[config.mk]
export PLATFORM = sky130hd
export DESIGN_NAME = mces_top
export DESIGN_NICKNAME = d
export VERILOG_FILES = /design/src/mces_pkg.sv /design/src/mces_mode_if.sv /design/src/mces_major_mode.sv /design/src/mces_top.sv
export SDC_FILE = /design/constraint.sdc
export NUM_CORES = 1
export LEC_CHECK = 0
export BUFFER_PORTS_ARGS = -buffer_cell sky130_fd_sc_hd__buf_2
export CORE_ASPECT_RATIO = 0.75
export CORE_MARGIN = 3
export CORE_UTILIZATION = 30
export DETAILED_ROUTE_END_ITERATION = 8
export PLACE_DENSITY = 0.49
export SLEW_MARGIN = 10
export SYNTH_ARGS = -nofsm -noshare
export SYNTH_HDL_FRONTEND = slang
export SYNTH_SLANG_ARGS = --single-unit
[constraint.sdc]
create_clock -name ref_clk -period 3.41 [get_ports ref_clk]
set_clock_uncertainty 0.1 [all_clocks]
set_input_delay 0.1705 -clock ref_clk [delete_from_list [all_inputs] [get_ports ref_clk]]
set_output_delay 0.1705 -clock ref_clk [all_outputs]
set_load 0.1 [all_outputs]
[src/mces_pkg.sv]
// Constants and types of the channel event select block
package mces_pkg;

    // ----------------------------------------------------------------
    // Register map (byte addresses)
    // ----------------------------------------------------------------
    localparam int         NCTR        = 4;
    localparam int         CTR_W       = 48;
    localparam logic [7:0] OFF_CTR_LO0 = 8'hA0;
    localparam logic [7:0] CTR_STEP    = 8'h08;
    localparam logic [7:0] OFF_CTL0    = 8'hD8;
    localparam logic [7:0] CTL_STEP    = 8'h04;

    // ----------------------------------------------------------------
    // Control fields and reset values
    // ----------------------------------------------------------------
    localparam int          EV_LSB    = 0;
    localparam int          UM_LSB    = 8;
    localparam int          EDGE_BIT  = 18;
    localparam int          EN_BIT    = 22;
    localparam int          INV_BIT   = 23;
    localparam int          TH_LSB    = 24;
    localparam logic [31:0] CTL_RESET = 32'h0000_0000;
    localparam logic [47:0] CTR_RESET = 48'h0000_0000_0000;
    localparam logic [47:0] CTR_ONE   = 48'h0000_0000_0001;

    // ----------------------------------------------------------------
    // Event codes and sub-event masks
    // ----------------------------------------------------------------
    localparam logic [7:0] EV_ACT     = 8'h01;
    localparam logic [7:0] EV_CAS     = 8'h04;
    localparam logic [7:0] EV_REF     = 8'h05;
    localparam logic [7:0] EV_PREALL  = 8'h06;
    localparam logic [7:0] EV_MAJOR   = 8'h07;
    localparam logic [7:0] EV_ECC     = 8'h09;
    localparam logic [7:0] EV_CKE     = 8'h83;
    localparam logic [7:0] EV_SLOWPD  = 8'h84;
    localparam logic [7:0] EV_PPD     = 8'h85;
    localparam logic [7:0] EV_CRIT    = 8'h86;
    localparam int         CAS_RD     = 0;
    localparam int         CAS_UF     = 1;
    localparam int         CAS_WWM    = 2;
    localparam int         CAS_WRM    = 3;
    localparam int         REF_URG    = 1;
    localparam int         REF_HIGH   = 2;
    localparam logic [7:0] MASK_ALLRD = 8'h03;
    localparam logic [7:0] MASK_ALLWR = 8'h0C;
    localparam logic [7:0] MASK_ALL   = 8'h0F;

    // ----------------------------------------------------------------
    // Correction limits in bits
    // ----------------------------------------------------------------
    localparam logic [3:0] ECC_LIM_IND  = 4'h4;
    localparam logic [3:0] ECC_LIM_LOCK = 4'h8;

    typedef enum logic [1:0] {
        MM_READ    = 2'b00,
        MM_WRITE   = 2'b01,
        MM_PARTIAL = 2'b10,
        MM_ISOCH   = 2'b11
    } mces_mode_e;

    function automatic logic [3:0] mode_onehot(input mces_mode_e m);
        logic [3:0] r;
        r = 4'h0;
        case (m)
            MM_READ:    r = 4'h1;
            MM_WRITE:   r = 4'h2;
            MM_PARTIAL: r = 4'h4;
            MM_ISOCH:   r = 4'h8;
            default:    r = 4'h0;
        endcase
        return r;
    endfunction

endpackage

[src/mces_mode_if.sv]
// Major mode request and state carrier
interface mces_mode_if;
    logic                  wpq_high;
    logic                  uf_starved;
    logic                  isoch_present;
    mces_pkg::mces_mode_e  mode;

    modport top (output wpq_high, uf_starved, isoch_present, input mode);
    modport fsm (input wpq_high, uf_starved, isoch_present, output mode);
endinterface

[src/mces_major_mode.sv]
// Channel-wide major mode selector
module mces_major_mode (
    // Clock and reset
    input  wire logic  ref_clk,
    input  wire logic  rst_n,
    // Mode requests and state
    mces_mode_if.fsm   mif
);

    typedef struct packed {
        mces_pkg::mces_mode_e mode;
    } mces_mm_s;

    mces_mm_s st;
    mces_mm_s next_st;

    // ----------------------------------------------------------------
    // Mode choice
    // ----------------------------------------------------------------
    // Isoch outranks the underfill drain, which outranks write pressure
    always_comb
    begin
        next_st = st;
        if (mif.isoch_present)
            next_st.mode = mces_pkg::MM_ISOCH;
        else if (mif.uf_starved)
            next_st.mode = mces_pkg::MM_PARTIAL;
        else if (mif.wpq_high)
            next_st.mode = mces_pkg::MM_WRITE;
        else
            next_st.mode = mces_pkg::MM_READ;
    end

    always_ff @(posedge ref_clk or negedge rst_n)
    begin
        if (!rst_n)
            st <= '{mode: mces_pkg::MM_READ};
        else
            st <= next_st;
    end

    assign mif.mode = st.mode;
endmodule

[src/mces_top.sv]
// Channel event select, counters and register slave
//
// Notes on behaviour
// Activate code counts one per activate command on the channel.
// Column code mask bit 0 counts every read CAS, mode ignored.
// Column code mask bit 1 counts underfill reads in any mode.
// Bit 2 counts write CAS in write mode, bit 3 in read mode.
// Masks 03 all reads, 0C all writes, 0F every CAS; write CAS in partial or isoch mode is not counted.
// Precharge-all code counts each precharge-all command once.
// Refresh code: bit 1 urgent refreshes, bit 2 high refreshes.
// Corrected-error code counts once per correction, any bit count.
// Corrections reach four bits independent, eight bits lockstep.
// Major-mode code counts cycles in mask-chosen mode.
// Read priority mode is the default.
// High write queue occupancy enters write priority mode.
// Partial mode drains starved underfill reads only.
// Any isochronous transaction forces isochronous mode.
// Slow power-down code counts cycles with all ranks slow.
// Precharge power-down code counts cycles with all ranks in it.
// Clock-enable code picks ranks by mask, adds one at most.
// Software should not combine invert with edge detect here.
// Critical throttle code counts throttle cycles, no rank filter.
// Every event works on any of the four counters.
// Event code in control bits 7:0, mask in bits 15:8.
// Counters are 48 bits and wrap, counting on.
// Increment compared with 8-bit threshold in bits 31:24.
// A mask selecting no defined sub-event gives zero increment; codes 01, 06, 09, 84, 85 and 86 ignore the mask.
//
// Local design decisions: the Wishbone slave port and the address map.
module mces_top (
    // Clock and reset
    input  wire logic         ref_clk,
    input  wire logic         rst_n,
    // Wishbone slave
    input  wire logic         wb_cyc_i,
    input  wire logic         wb_stb_i,
    input  wire logic         wb_we_i,
    input  wire logic [7:0]   wb_adr_i,
    input  wire logic [3:0]   wb_sel_i,
    input  wire logic [31:0]  wb_dat_i,
    output logic      [31:0]  wb_dat_o,
    output logic              wb_ack_o,
    // Channel commands
    input  wire logic         activate_cmd,
    input  wire logic         read_cas,
    input  wire logic         underfill_read,
    input  wire logic         write_cas,
    input  wire logic         precharge_all_cmd,
    input  wire logic         refresh_issued,
    input  wire logic         urgent_refresh,
    input  wire logic         high_refresh,
    // Error correction
    input  wire logic         ecc_fix_valid,
    input  wire logic [3:0]   ecc_fix_bits,
    input  wire logic         lockstep_mode,
    output logic              ecc_uncorrectable,
    // Mode requests
    input  wire logic         write_pending_queue_high,
    input  wire logic         underfill_starved,
    input  wire logic         isoch_present,
    output logic      [3:0]   major_mode_onehot,
    // Rank power state
    input  wire logic [7:0]   rank_cke_on,
    input  wire logic [7:0]   rank_slow_pd,
    input  wire logic [7:0]   rank_precharge_power_down,
    input  wire logic         critical_throttle
);

    typedef struct packed {
        logic [3:0][31:0] ctl;
        logic [3:0][47:0] cnt;
        logic [3:0]       prev;
        logic             ack;
        logic [31:0]      rdat;
        logic             ecc_bad;
        logic [3:0]       mode_oh;
    } mces_state_s;

    mces_state_s st;
    mces_state_s next_st;
    mces_mode_if mif ();
    logic [3:0]  inc;
    logic        req;
    logic        ecc_ok;
    logic        plain0;

    // ----------------------------------------------------------------
    // Major mode selector
    // ----------------------------------------------------------------
    assign mif.wpq_high      = write_pending_queue_high;
    assign mif.uf_starved    = underfill_starved;
    assign mif.isoch_present = isoch_present;

    mces_major_mode u_mode (
        .ref_clk (ref_clk),
        .rst_n   (rst_n),
        .mif     (mif)
    );

    // ----------------------------------------------------------------
    // Event selection
    // ----------------------------------------------------------------
    // Counts only what the checker accepted as correctable
    assign ecc_ok = ecc_fix_valid && (ecc_fix_bits <= (lockstep_mode ?
        mces_pkg::ECC_LIM_LOCK : mces_pkg::ECC_LIM_IND));

    function automatic logic ev_inc(input logic [7:0] code,
                                    input logic [7:0] m);
        logic r;
        logic read_priority_mode;
        r = 1'b0;
        read_priority_mode = (mif.mode == mces_pkg::MM_READ);
        case (code)
            mces_pkg::EV_ACT:    r = activate_cmd;
            mces_pkg::EV_CAS:
                r = (m[mces_pkg::CAS_RD] && read_cas) ||
                    (m[mces_pkg::CAS_UF] && underfill_read) ||
                    (m[mces_pkg::CAS_WWM] && write_cas &&
                     mif.mode == mces_pkg::MM_WRITE) ||
                    (m[mces_pkg::CAS_WRM] && write_cas && read_priority_mode);
            mces_pkg::EV_REF:
                r = refresh_issued &&
                    ((m[mces_pkg::REF_URG] && urgent_refresh) ||
                     (m[mces_pkg::REF_HIGH] && high_refresh));
            mces_pkg::EV_PREALL: r = precharge_all_cmd;
            mces_pkg::EV_MAJOR:
                r = |(m[3:0] & mces_pkg::mode_onehot(mif.mode));
            mces_pkg::EV_ECC:    r = ecc_ok;
            mces_pkg::EV_CKE:    r = |(m & rank_cke_on);
            mces_pkg::EV_SLOWPD: r = &rank_slow_pd;
            mces_pkg::EV_PPD:
                r = &rank_precharge_power_down;
            mces_pkg::EV_CRIT:   r = critical_throttle;
            default:             r = 1'b0;
        endcase
        return r;
    endfunction

    function automatic logic [31:0] merge(input logic [31:0] old,
                                          input logic [31:0] d,
                                          input logic [3:0]  sel);
        logic [31:0] r;
        r = old;
        for (int b = 0; b < 4; b++)
            if (sel[b])
                r[b*8 +: 8] = d[b*8 +: 8];
        return r;
    endfunction

    always_comb
    begin
        for (int i = 0; i < mces_pkg::NCTR; i++)
            inc[i] = ev_inc(st.ctl[i][mces_pkg::EV_LSB +: 8],
                            st.ctl[i][mces_pkg::UM_LSB +: 8]);
    end

    // ----------------------------------------------------------------
    // Counters and register access
    // ----------------------------------------------------------------
    assign req = wb_cyc_i && wb_stb_i && !st.ack;

    always_comb
    begin
        logic        cmp;
        logic        hit;
        logic [7:0]  th;
        logic [7:0]  a;
        logic [47:0] c;
        cmp = 1'b0;
        hit = 1'b0;
        th = 8'h00;
        a = 8'h00;
        c = mces_pkg::CTR_RESET;
        next_st = st;
        next_st.ack = req;
        next_st.ecc_bad = ecc_fix_valid && !ecc_ok;
        next_st.mode_oh = mces_pkg::mode_onehot(mif.mode);
        for (int i = 0; i < mces_pkg::NCTR; i++)
        begin
            th = st.ctl[i][mces_pkg::TH_LSB +: 8];
            cmp = st.ctl[i][mces_pkg::INV_BIT] ? ({7'h00, inc[i]} < th)
                                               : ({7'h00, inc[i]} >= th);
            // Edge detect follows the threshold stage, not the raw event
            hit = st.ctl[i][mces_pkg::EDGE_BIT] ? (cmp && !st.prev[i])
                                                : cmp;
            next_st.prev[i] = cmp;
            if (st.ctl[i][mces_pkg::EN_BIT] && hit)
                next_st.cnt[i] = st.cnt[i] + mces_pkg::CTR_ONE;
        end
        if (req)
        begin
            next_st.rdat = 32'h0000_0000;
            for (int i = 0; i < mces_pkg::NCTR; i++)
            begin
                a = mces_pkg::OFF_CTL0 + 8'(i * 4);
                if (wb_adr_i == a)
                begin
                    next_st.rdat = st.ctl[i];
                    if (wb_we_i)
                        next_st.ctl[i] = merge(st.ctl[i], wb_dat_i,
                                               wb_sel_i);
                end
                a = mces_pkg::OFF_CTR_LO0 + 8'(i * 8);
                c = st.cnt[i];
                if (wb_adr_i == a)
                begin
                    next_st.rdat = c[31:0];
                    if (wb_we_i)
                        next_st.cnt[i][31:0] = merge(c[31:0], wb_dat_i,
                                                     wb_sel_i);
                end
                if (wb_adr_i == a + mces_pkg::CTL_STEP)
                begin
                    next_st.rdat = {16'h0000, c[47:32]};
                    if (wb_we_i)
                        next_st.cnt[i][47:32] = 16'(merge(
                            {16'h0000, c[47:32]}, wb_dat_i, wb_sel_i));
                end
            end
        end
    end

    always_ff @(posedge ref_clk or negedge rst_n)
    begin
        if (!rst_n)
        begin
            st.ctl     <= {mces_pkg::NCTR{mces_pkg::CTL_RESET}};
            st.cnt     <= {mces_pkg::NCTR{mces_pkg::CTR_RESET}};
            st.prev    <= 4'h0;
            st.ack     <= 1'b0;
            st.rdat    <= 32'h0000_0000;
            st.ecc_bad <= 1'b0;
            st.mode_oh <= 4'h1;
        end
        else
            st <= next_st;
    end

    assign wb_dat_o          = st.rdat;
    assign wb_ack_o          = st.ack;
    assign ecc_uncorrectable = st.ecc_bad;
    assign major_mode_onehot = st.mode_oh;

    // Counter 0 in plain counting: enabled, threshold one, no shaping
    assign plain0 = st.ctl[0][mces_pkg::EN_BIT] &&
                    st.ctl[0][mces_pkg::TH_LSB +: 8] == 8'h01 &&
                    !st.ctl[0][mces_pkg::INV_BIT] &&
                    !st.ctl[0][mces_pkg::EDGE_BIT];
endmodule

==> impl_metrics.tcl, run 1 <==
set metrics [dict create \
    finalNetCount 2903 \
    numClockSinks 364 \
    switching_share 0.274 \
    io_pins 129 \
    setup_viol 179 \
    top_layer_used "met5" \
    fin_crit_ns 3.78 \
    avgSynthCellArea_um2 9.19 \
    drt_iter0_drc 3029 \
    worstSetupStartpoint "u_mode.mif.mode[0]" \
    synth-seq-cells 364 \
    path_clk_slew_ns 0.06 \
    grt_pass1_wl_mm 160 \
    cp_data_arrival_time_ns 4.14 \
    finalPower_mw 10.7 \
    power.share.clock 0.485 \
    leakage_nw 12.9 \
    fp.dieH_um 242 \
    crit_fanout 5 \
    rr_endpoint "st[208]" \
    port-buffer-count 128 \
    grt_pass1_vias 22506 \
    slew_headroom -0.0115 \
    htreeDepth 2 \
    r2r_start "u_mode.mif.mode[0]" \
    drive_above_1_share 0.354 \
    fp.dieW_um 320 \
    dr_wl_met2_mm 46.4 \
    grt_start_max_net_pins 76 \
    startpoint_type "flop" \
    p_comb_frac 0.092 \
    grt_overflow 0 \
    cts_tree "done" \
    ff2ff_setup_slack_ns -0.37 \
    rsz0062_at_grt "true" \
    syn_nets 2520 \
    vias 23856 \
    timing.final.ws_setup_ns -0.368 \
    pre_cts_ws_ns -0.588 \
    drt-met1-wl_mm 49.4 \
    ys.warnings.count 0 \
    clock_latency_ns 0.60 \
    yosysSeqAreaShare 0.410 \
    cp_data_required_time_ns 3.77 \
    drc_errors 0 \
    power_density_nw_per_um2 355 \
    violations "max-capacitance violations, max-slew violations, negative setup slack" \
    max_freq_mhz 265 \
    final_core_util 0.414 \
    dpl.hpwl_mm 80.7 \
    placementRows 85 \
    area_growth_pct 35.3 \
    yosys_most_used_dff "dfrtp_1" \
    setup_tns_ns -28.26 \
    hold_viol 0 \
    routed-wl-met3_mm 12.1 \
    synth_edf_count 0 \
    fin_crit_sh 1.11 \
    cts_buffer_depth 3 \
    synth_async_sr_flop_share 1.00 \
    seq_power_share 0.423 \
    tightest_slew_ns 1.48 \
    syn_inst 2419 \
    totalWireLength_mm 111 \
    cts_root_buf "clkbuf_16" \
    dpl-instance-area_um2 25400 \
    start_util 0.306 \
    core_um2 72500 \
    syn_area_um2 22200 \
    dieArea_um2 77400 \
    dp.cells 3600 \
    finalNonFillerCells 3791 \
    ys_types 92 \
    fin_hold_ws_ns 0.0172 \
    viasPerCell 6.29 \
    rr_worst_depth 15 \
    status "finished with violations" \
    switchingPower_mw 2.93 \
    cp-endpoint "st[208]" \
    cts_made_buffers 45 \
    ir_drop_uv 322 \
    drv_slew 1 \
    antenna_found_initial 6 \
    end_kind "flop" \
    ant_nets 0 \
    intPower_mw 7.74 \
    hold_path_class "in -> async" \
    stdcell_area_um2 30100 \
    globalplace.congestion 0.983 \
    wl_per_cell_um 29.3 \
    crit_type "reg -> reg" \
    dr.pass1.iters 7 \
    grt_usage 0.276 \
    maxCapViolations 1 \
]
==> worst min-delay path by stage <==
stage | start | end | slack (ns) | depth (start not counted)
6_report | rst_n | st[232] | 0.02 | 2
5_1_grt | wb_dat_i[5] | st[79] | 0.04 | 3
4_1_cts | wb_dat_i[5] | st[79] | 0.01 | 3
3_5_place_dp | rst_n | st[232] | 0.08 | 1
3_3_place_gp | rst_n | st[232] | 0.08 | 1
2_1_floorplan | rst_n | ecc_uncorrectable | -0.23 | 0
==> area by class of cell <==
type | count | area, um2
Fill cell | 7024 | 42500
Inverter | 30 | 115
Tap cell | 957 | 1200
Timing Repair Buffer | 510 | 4040
Clock buffer | 57 | 1260
Clock inverter | 21 | 264
Antenna cell | 1 | 2.50
Multi-Input combinational cell | 1851 | 14100
Sequential cell | 364 | 9110
==> cells in the mapped netlist (all sizes together) (26+ instances only) <==
cell / number / area share
nand4: 41 / 0.012
mux2: 122 / 0.062
mux2i: 29 / 0.013
o21ai: 93 / 0.021
nor2: 257 / 0.044
a311oi: 50 / 0.020
buf: 67 / 0.019
nor3: 98 / 0.025
nand2: 213 / 0.036
o211ai: 30 / 0.011
nor4: 26 / 0.0095
a211oi: 98 / 0.033
o22ai: 35 / 0.0099
a221oi: 32 / 0.013
a21oi: 82 / 0.018
inv: 30 / 0.0051
nand3: 95 / 0.021
clkbuf: 109 / 0.018
and2: 45 / 0.013
and3: 61 / 0.017
dfrtp: 363 / 0.41
a22oi: 72 / 0.024
==> per-layer routing <==
layer	vias to the layer above	track usage
met3	214	0.0697
met4	6	0.0654
li1	10126	-
met5	-	0
met1	12191	0.415
met2	1319	0.391
==> kinds of logic after synthesis <==
| family | share of synthesized area |
|---|---|
| simple gates | 0.224 |
| mux | 0.0800 |
| flops | 0.410 |
| xor+xnor | 0.00118 |
| buf+inv | 0.0420 |
| fa+ha+maj | 0.00563 |
| compound gates | 0.237 |
==> critical path: stages, from the launching register on <==
cell and delay [ns]:
dfrtp_1 0.39, buf_6 0.15, buf_6 0.10, mux4_2 0.53
a31oi_1 0.22, nor3_1 0.06, nor3_1 0.22, buf_4 0.19
ha_4 0.14, inv_4 0.03, a2111oi_4 0.39, o21ai_2 0.13
buf_4 0.17, or4b_4 0.51, o211ai_1 0.19, o311ai_1 0.12
==> registers in the layout, summed over array words and instances, names as in the netlist <==
register,cells
ecc_uncorrectable,1
st,324
u_mode.mif.mode,2
wb_ack_o,1
wb_dat_o,32
major_mode_onehot,4
==> layout by cell type (no fill, tap or decap), types with 22 or more instances in the layout <==
cell type / Yosys / final
o21ai_0: 86 / 63
a22oi_1: 72 / 71
buf_4: 36 / 260
mux2_2: 122 / 122
a211oi_2: 0 / 46
o22ai_1: 35 / 27
nor3_1: 85 / 62
nor3_2: 12 / 22
mux2i_1: 29 / 28
a21oi_1: 82 / 59
nand3_1: 95 / 78
nand4_1: 41 / 41
a311oi_1: 50 / 33
o221ai_1: 22 / 22
and3_1: 61 / 51
dfrtp_1: 363 / 363
inv_1: 30 / 27
buf_6: 0 / 83
nand2_1: 213 / 207
a211oi_1: 98 / 48
buf_2: 20 / 127
and4_1: 25 / 23
and2_1: 42 / 42
dlygate4sd3_1: 0 / 27
nor2_1: 255 / 243
o211ai_1: 28 / 28
clkbuf_16: 0 / 47
a221oi_1: 32 / 27
==> repair_timing <==
| action | in CTS | in global routing |
|---|---|---|
| endpoints found under the setup margin | 185 | 191 |
| gates resized for setup | 253 | 207 |
| cloned | 5 | 0 |
| endpoints found under the hold margin | 184 | 0 |
| pin swaps | 183 | 128 |
| setup buffers | 55 | 43 |
| hold buffers | 27 | 0 |
==> power by group through the flow <==
stage	combinational (mW)	clock, mW	sequential, mW
floorplan	0.383	0	4.54
global placement	0.876	0	4.57
detailed placement	0.883	0	4.58
CTS	0.941	5.24	4.50
global route	1.03	5.41	4.51
finish	0.987	5.17	4.51
No activity file was read; power rests on OpenSTA's default activity.
==> run 2, diff against run 1 <==
TNS_END_PERCENT = 20   (was default)
clock period = 3.2 ns   (was 3.41 ns; I/O delays follow)
==> impl_metrics.tcl, run 2 (synthesis results as in run 1) <==
set metrics [dict create \
    cts_root_buf "clkbuf_16" \
    path_clk_slew_ns 0.06 \
    placementRows 85 \
    ant_nets 0 \
    port-buffer-count 128 \
    layout_commonest_cell "dfrtp_1" \
    grt_start_max_net_pins 68 \
    cp_data_required_time_ns 3.58 \
    fp.dieH_um 242 \
    maxCapViolations 0 \
    crit_type "reg -> reg" \
    fin_crit_sh 1.14 \
    finalNonFillerCells 3749 \
    timing.final.ws_setup_ns -0.449 \
    drive_above_1_share 0.301 \
    start_util 0.306 \
    setup_viol 192 \
    clock_latency_ns 0.60 \
    slew_headroom 0.187 \
    grt_pass1_vias 22530 \
    drt-met1-wl_mm 49.7 \
    cts_buffer_depth 3 \
    grt_pass1_wl_mm 158 \
    routed-wl-met3_mm 12.4 \
    dp.cells 3598 \
    finalNetCount 2854 \
    cts_made_buffers 43 \
    largest_reg_flops 324 \
    viasPerCell 6.24 \
    status "finished with violations" \
    max_flop_register "st" \
    totalWireLength_mm 110 \
    drt_iter0_drc 2853 \
    finalPower_mw 11.2 \
    dr_wl_met2_mm 45.1 \
    io_pins 129 \
    violations "negative setup slack" \
    wl_per_cell_um 29.2 \
    core_um2 72500 \
    mostFrequentLayoutCells "dfrtp_1, buf_4, nor2_1" \
    numClockSinks 364 \
    tightest_slew_ns 1.21 \
    max_freq_mhz 274 \
    cp_data_arrival_time_ns 4.03 \
    grt_usage 0.274 \
    ir_drop_uv 336 \
    antenna_found_initial 15 \
    leakage_nw 12.4 \
    fin_crit_ns 3.65 \
    hold_viol 0 \
    drc_errors 0 \
    htreeDepth 2 \
    grt_overflow 0 \
    drv_slew 0 \
    ff2ff_setup_slack_ns -0.45 \
    rsz0062_at_grt "true" \
    dieArea_um2 77400 \
    cts_tree "done" \
    dpl.hpwl_mm 82.0 \
    dr.pass1.iters 6 \
    top_layer_used "met5" \
    hold_path_class "in -> reg" \
    globalplace.congestion 0.980 \
    power_density_nw_per_um2 391 \
    end_kind "flop" \
    startpoint_type "flop" \
    crit_fanout 7 \
    fp.dieW_um 320 \
    vias 23379 \
    area_growth_pct 28.6 \
]
## run 2: critical path: stages, from the launching register on
cell and delay [ns]:
dfrtp_2 0.39, buf_4 0.14, mux4_2 0.53, a32oi_2 0.21, nor3b_2 0.06, a31oi_1 0.19, o22a_2 0.32, ha_4 0.24
nor2b_4 0.14, nor4_4 0.05, buf_4 0.17, o211ai_1 0.37, buf_4 0.23, buf_4 0.12, nor3_2 0.04, mux2i_1 0.12
o21a_1 0.12
## run 2: final timing paths
path | start | endpoint | cells after the start
max | u_mode.mif.mode[0] | st[99] | 16
min in group asynchronous | rst_n | wb_dat_o[14] | 2
min | wb_dat_i[2] | st[220] | 3
max in group asynchronous | rst_n | wb_dat_o[23] | 3
max reg2reg | u_mode.mif.mode[0] | st[99] | 16
min reg2reg | wb_dat_o[27] | wb_dat_o[27] | 2
## run 2: metal layers
layer  vias up  global-route usage
met5         -                   0
met4         6              0.0617
met3       170              0.0679
met2      1214               0.388
met1     11956               0.414
li1      10033                   -
## run 2: report_power, final
part	switching [mW]	internal [mW]	total, mW
Clock	2.22	3.14	5.36
Combinational	0.726	0.293	1.02
Sequential	0.127	4.68	4.81
## run 2: cell type report
| class | count | area (um2) |
|---|---|---|
| inverters | 30 | 113 |
| fillers | 7221 | 44000 |
| clock inverters | 21 | 251 |
| repair buffers | 464 | 3500 |
| diodes | 4 | 10.0 |
| flip-flops and latches | 364 | 9110 |
| multi-input cells | 1850 | 13100 |
| well taps | 957 | 1200 |
| clock buffers | 59 | 1250 |
## run 2: through the flow
| step | instance area (um2) | setup WS [ns] | hold slack [ns] | TNS, ns | utilization |
|---|---|---|---|---|---|
| floorplan | 22300 | -0.0245 | -0.236 | -0.0291 | - |
| global placement | 25500 | -0.620 | 0.126 | -82.84 | 0.351 |
| detailed placement | 25500 | -0.652 | 0.127 | -92.18 | 0.351 |
| CTS | 28100 | -0.514 | 0.000564 | -48.36 | 0.388 |
| global route | 28600 | -0.585 | 0.0379 | -70.44 | 0.394 |
| finish | 28600 | -0.449 | 0.0383 | -50.88 | 0.394 |
## run 2: timing repair
action,in CTS,in global routing
endpoints found under the setup margin,192,192
pin swaps,109,59
hold buffers,33,0
gates cloned,2,1
resized for setup,152,62
buffers inserted,19,12
hold endpoints to repair,230,0
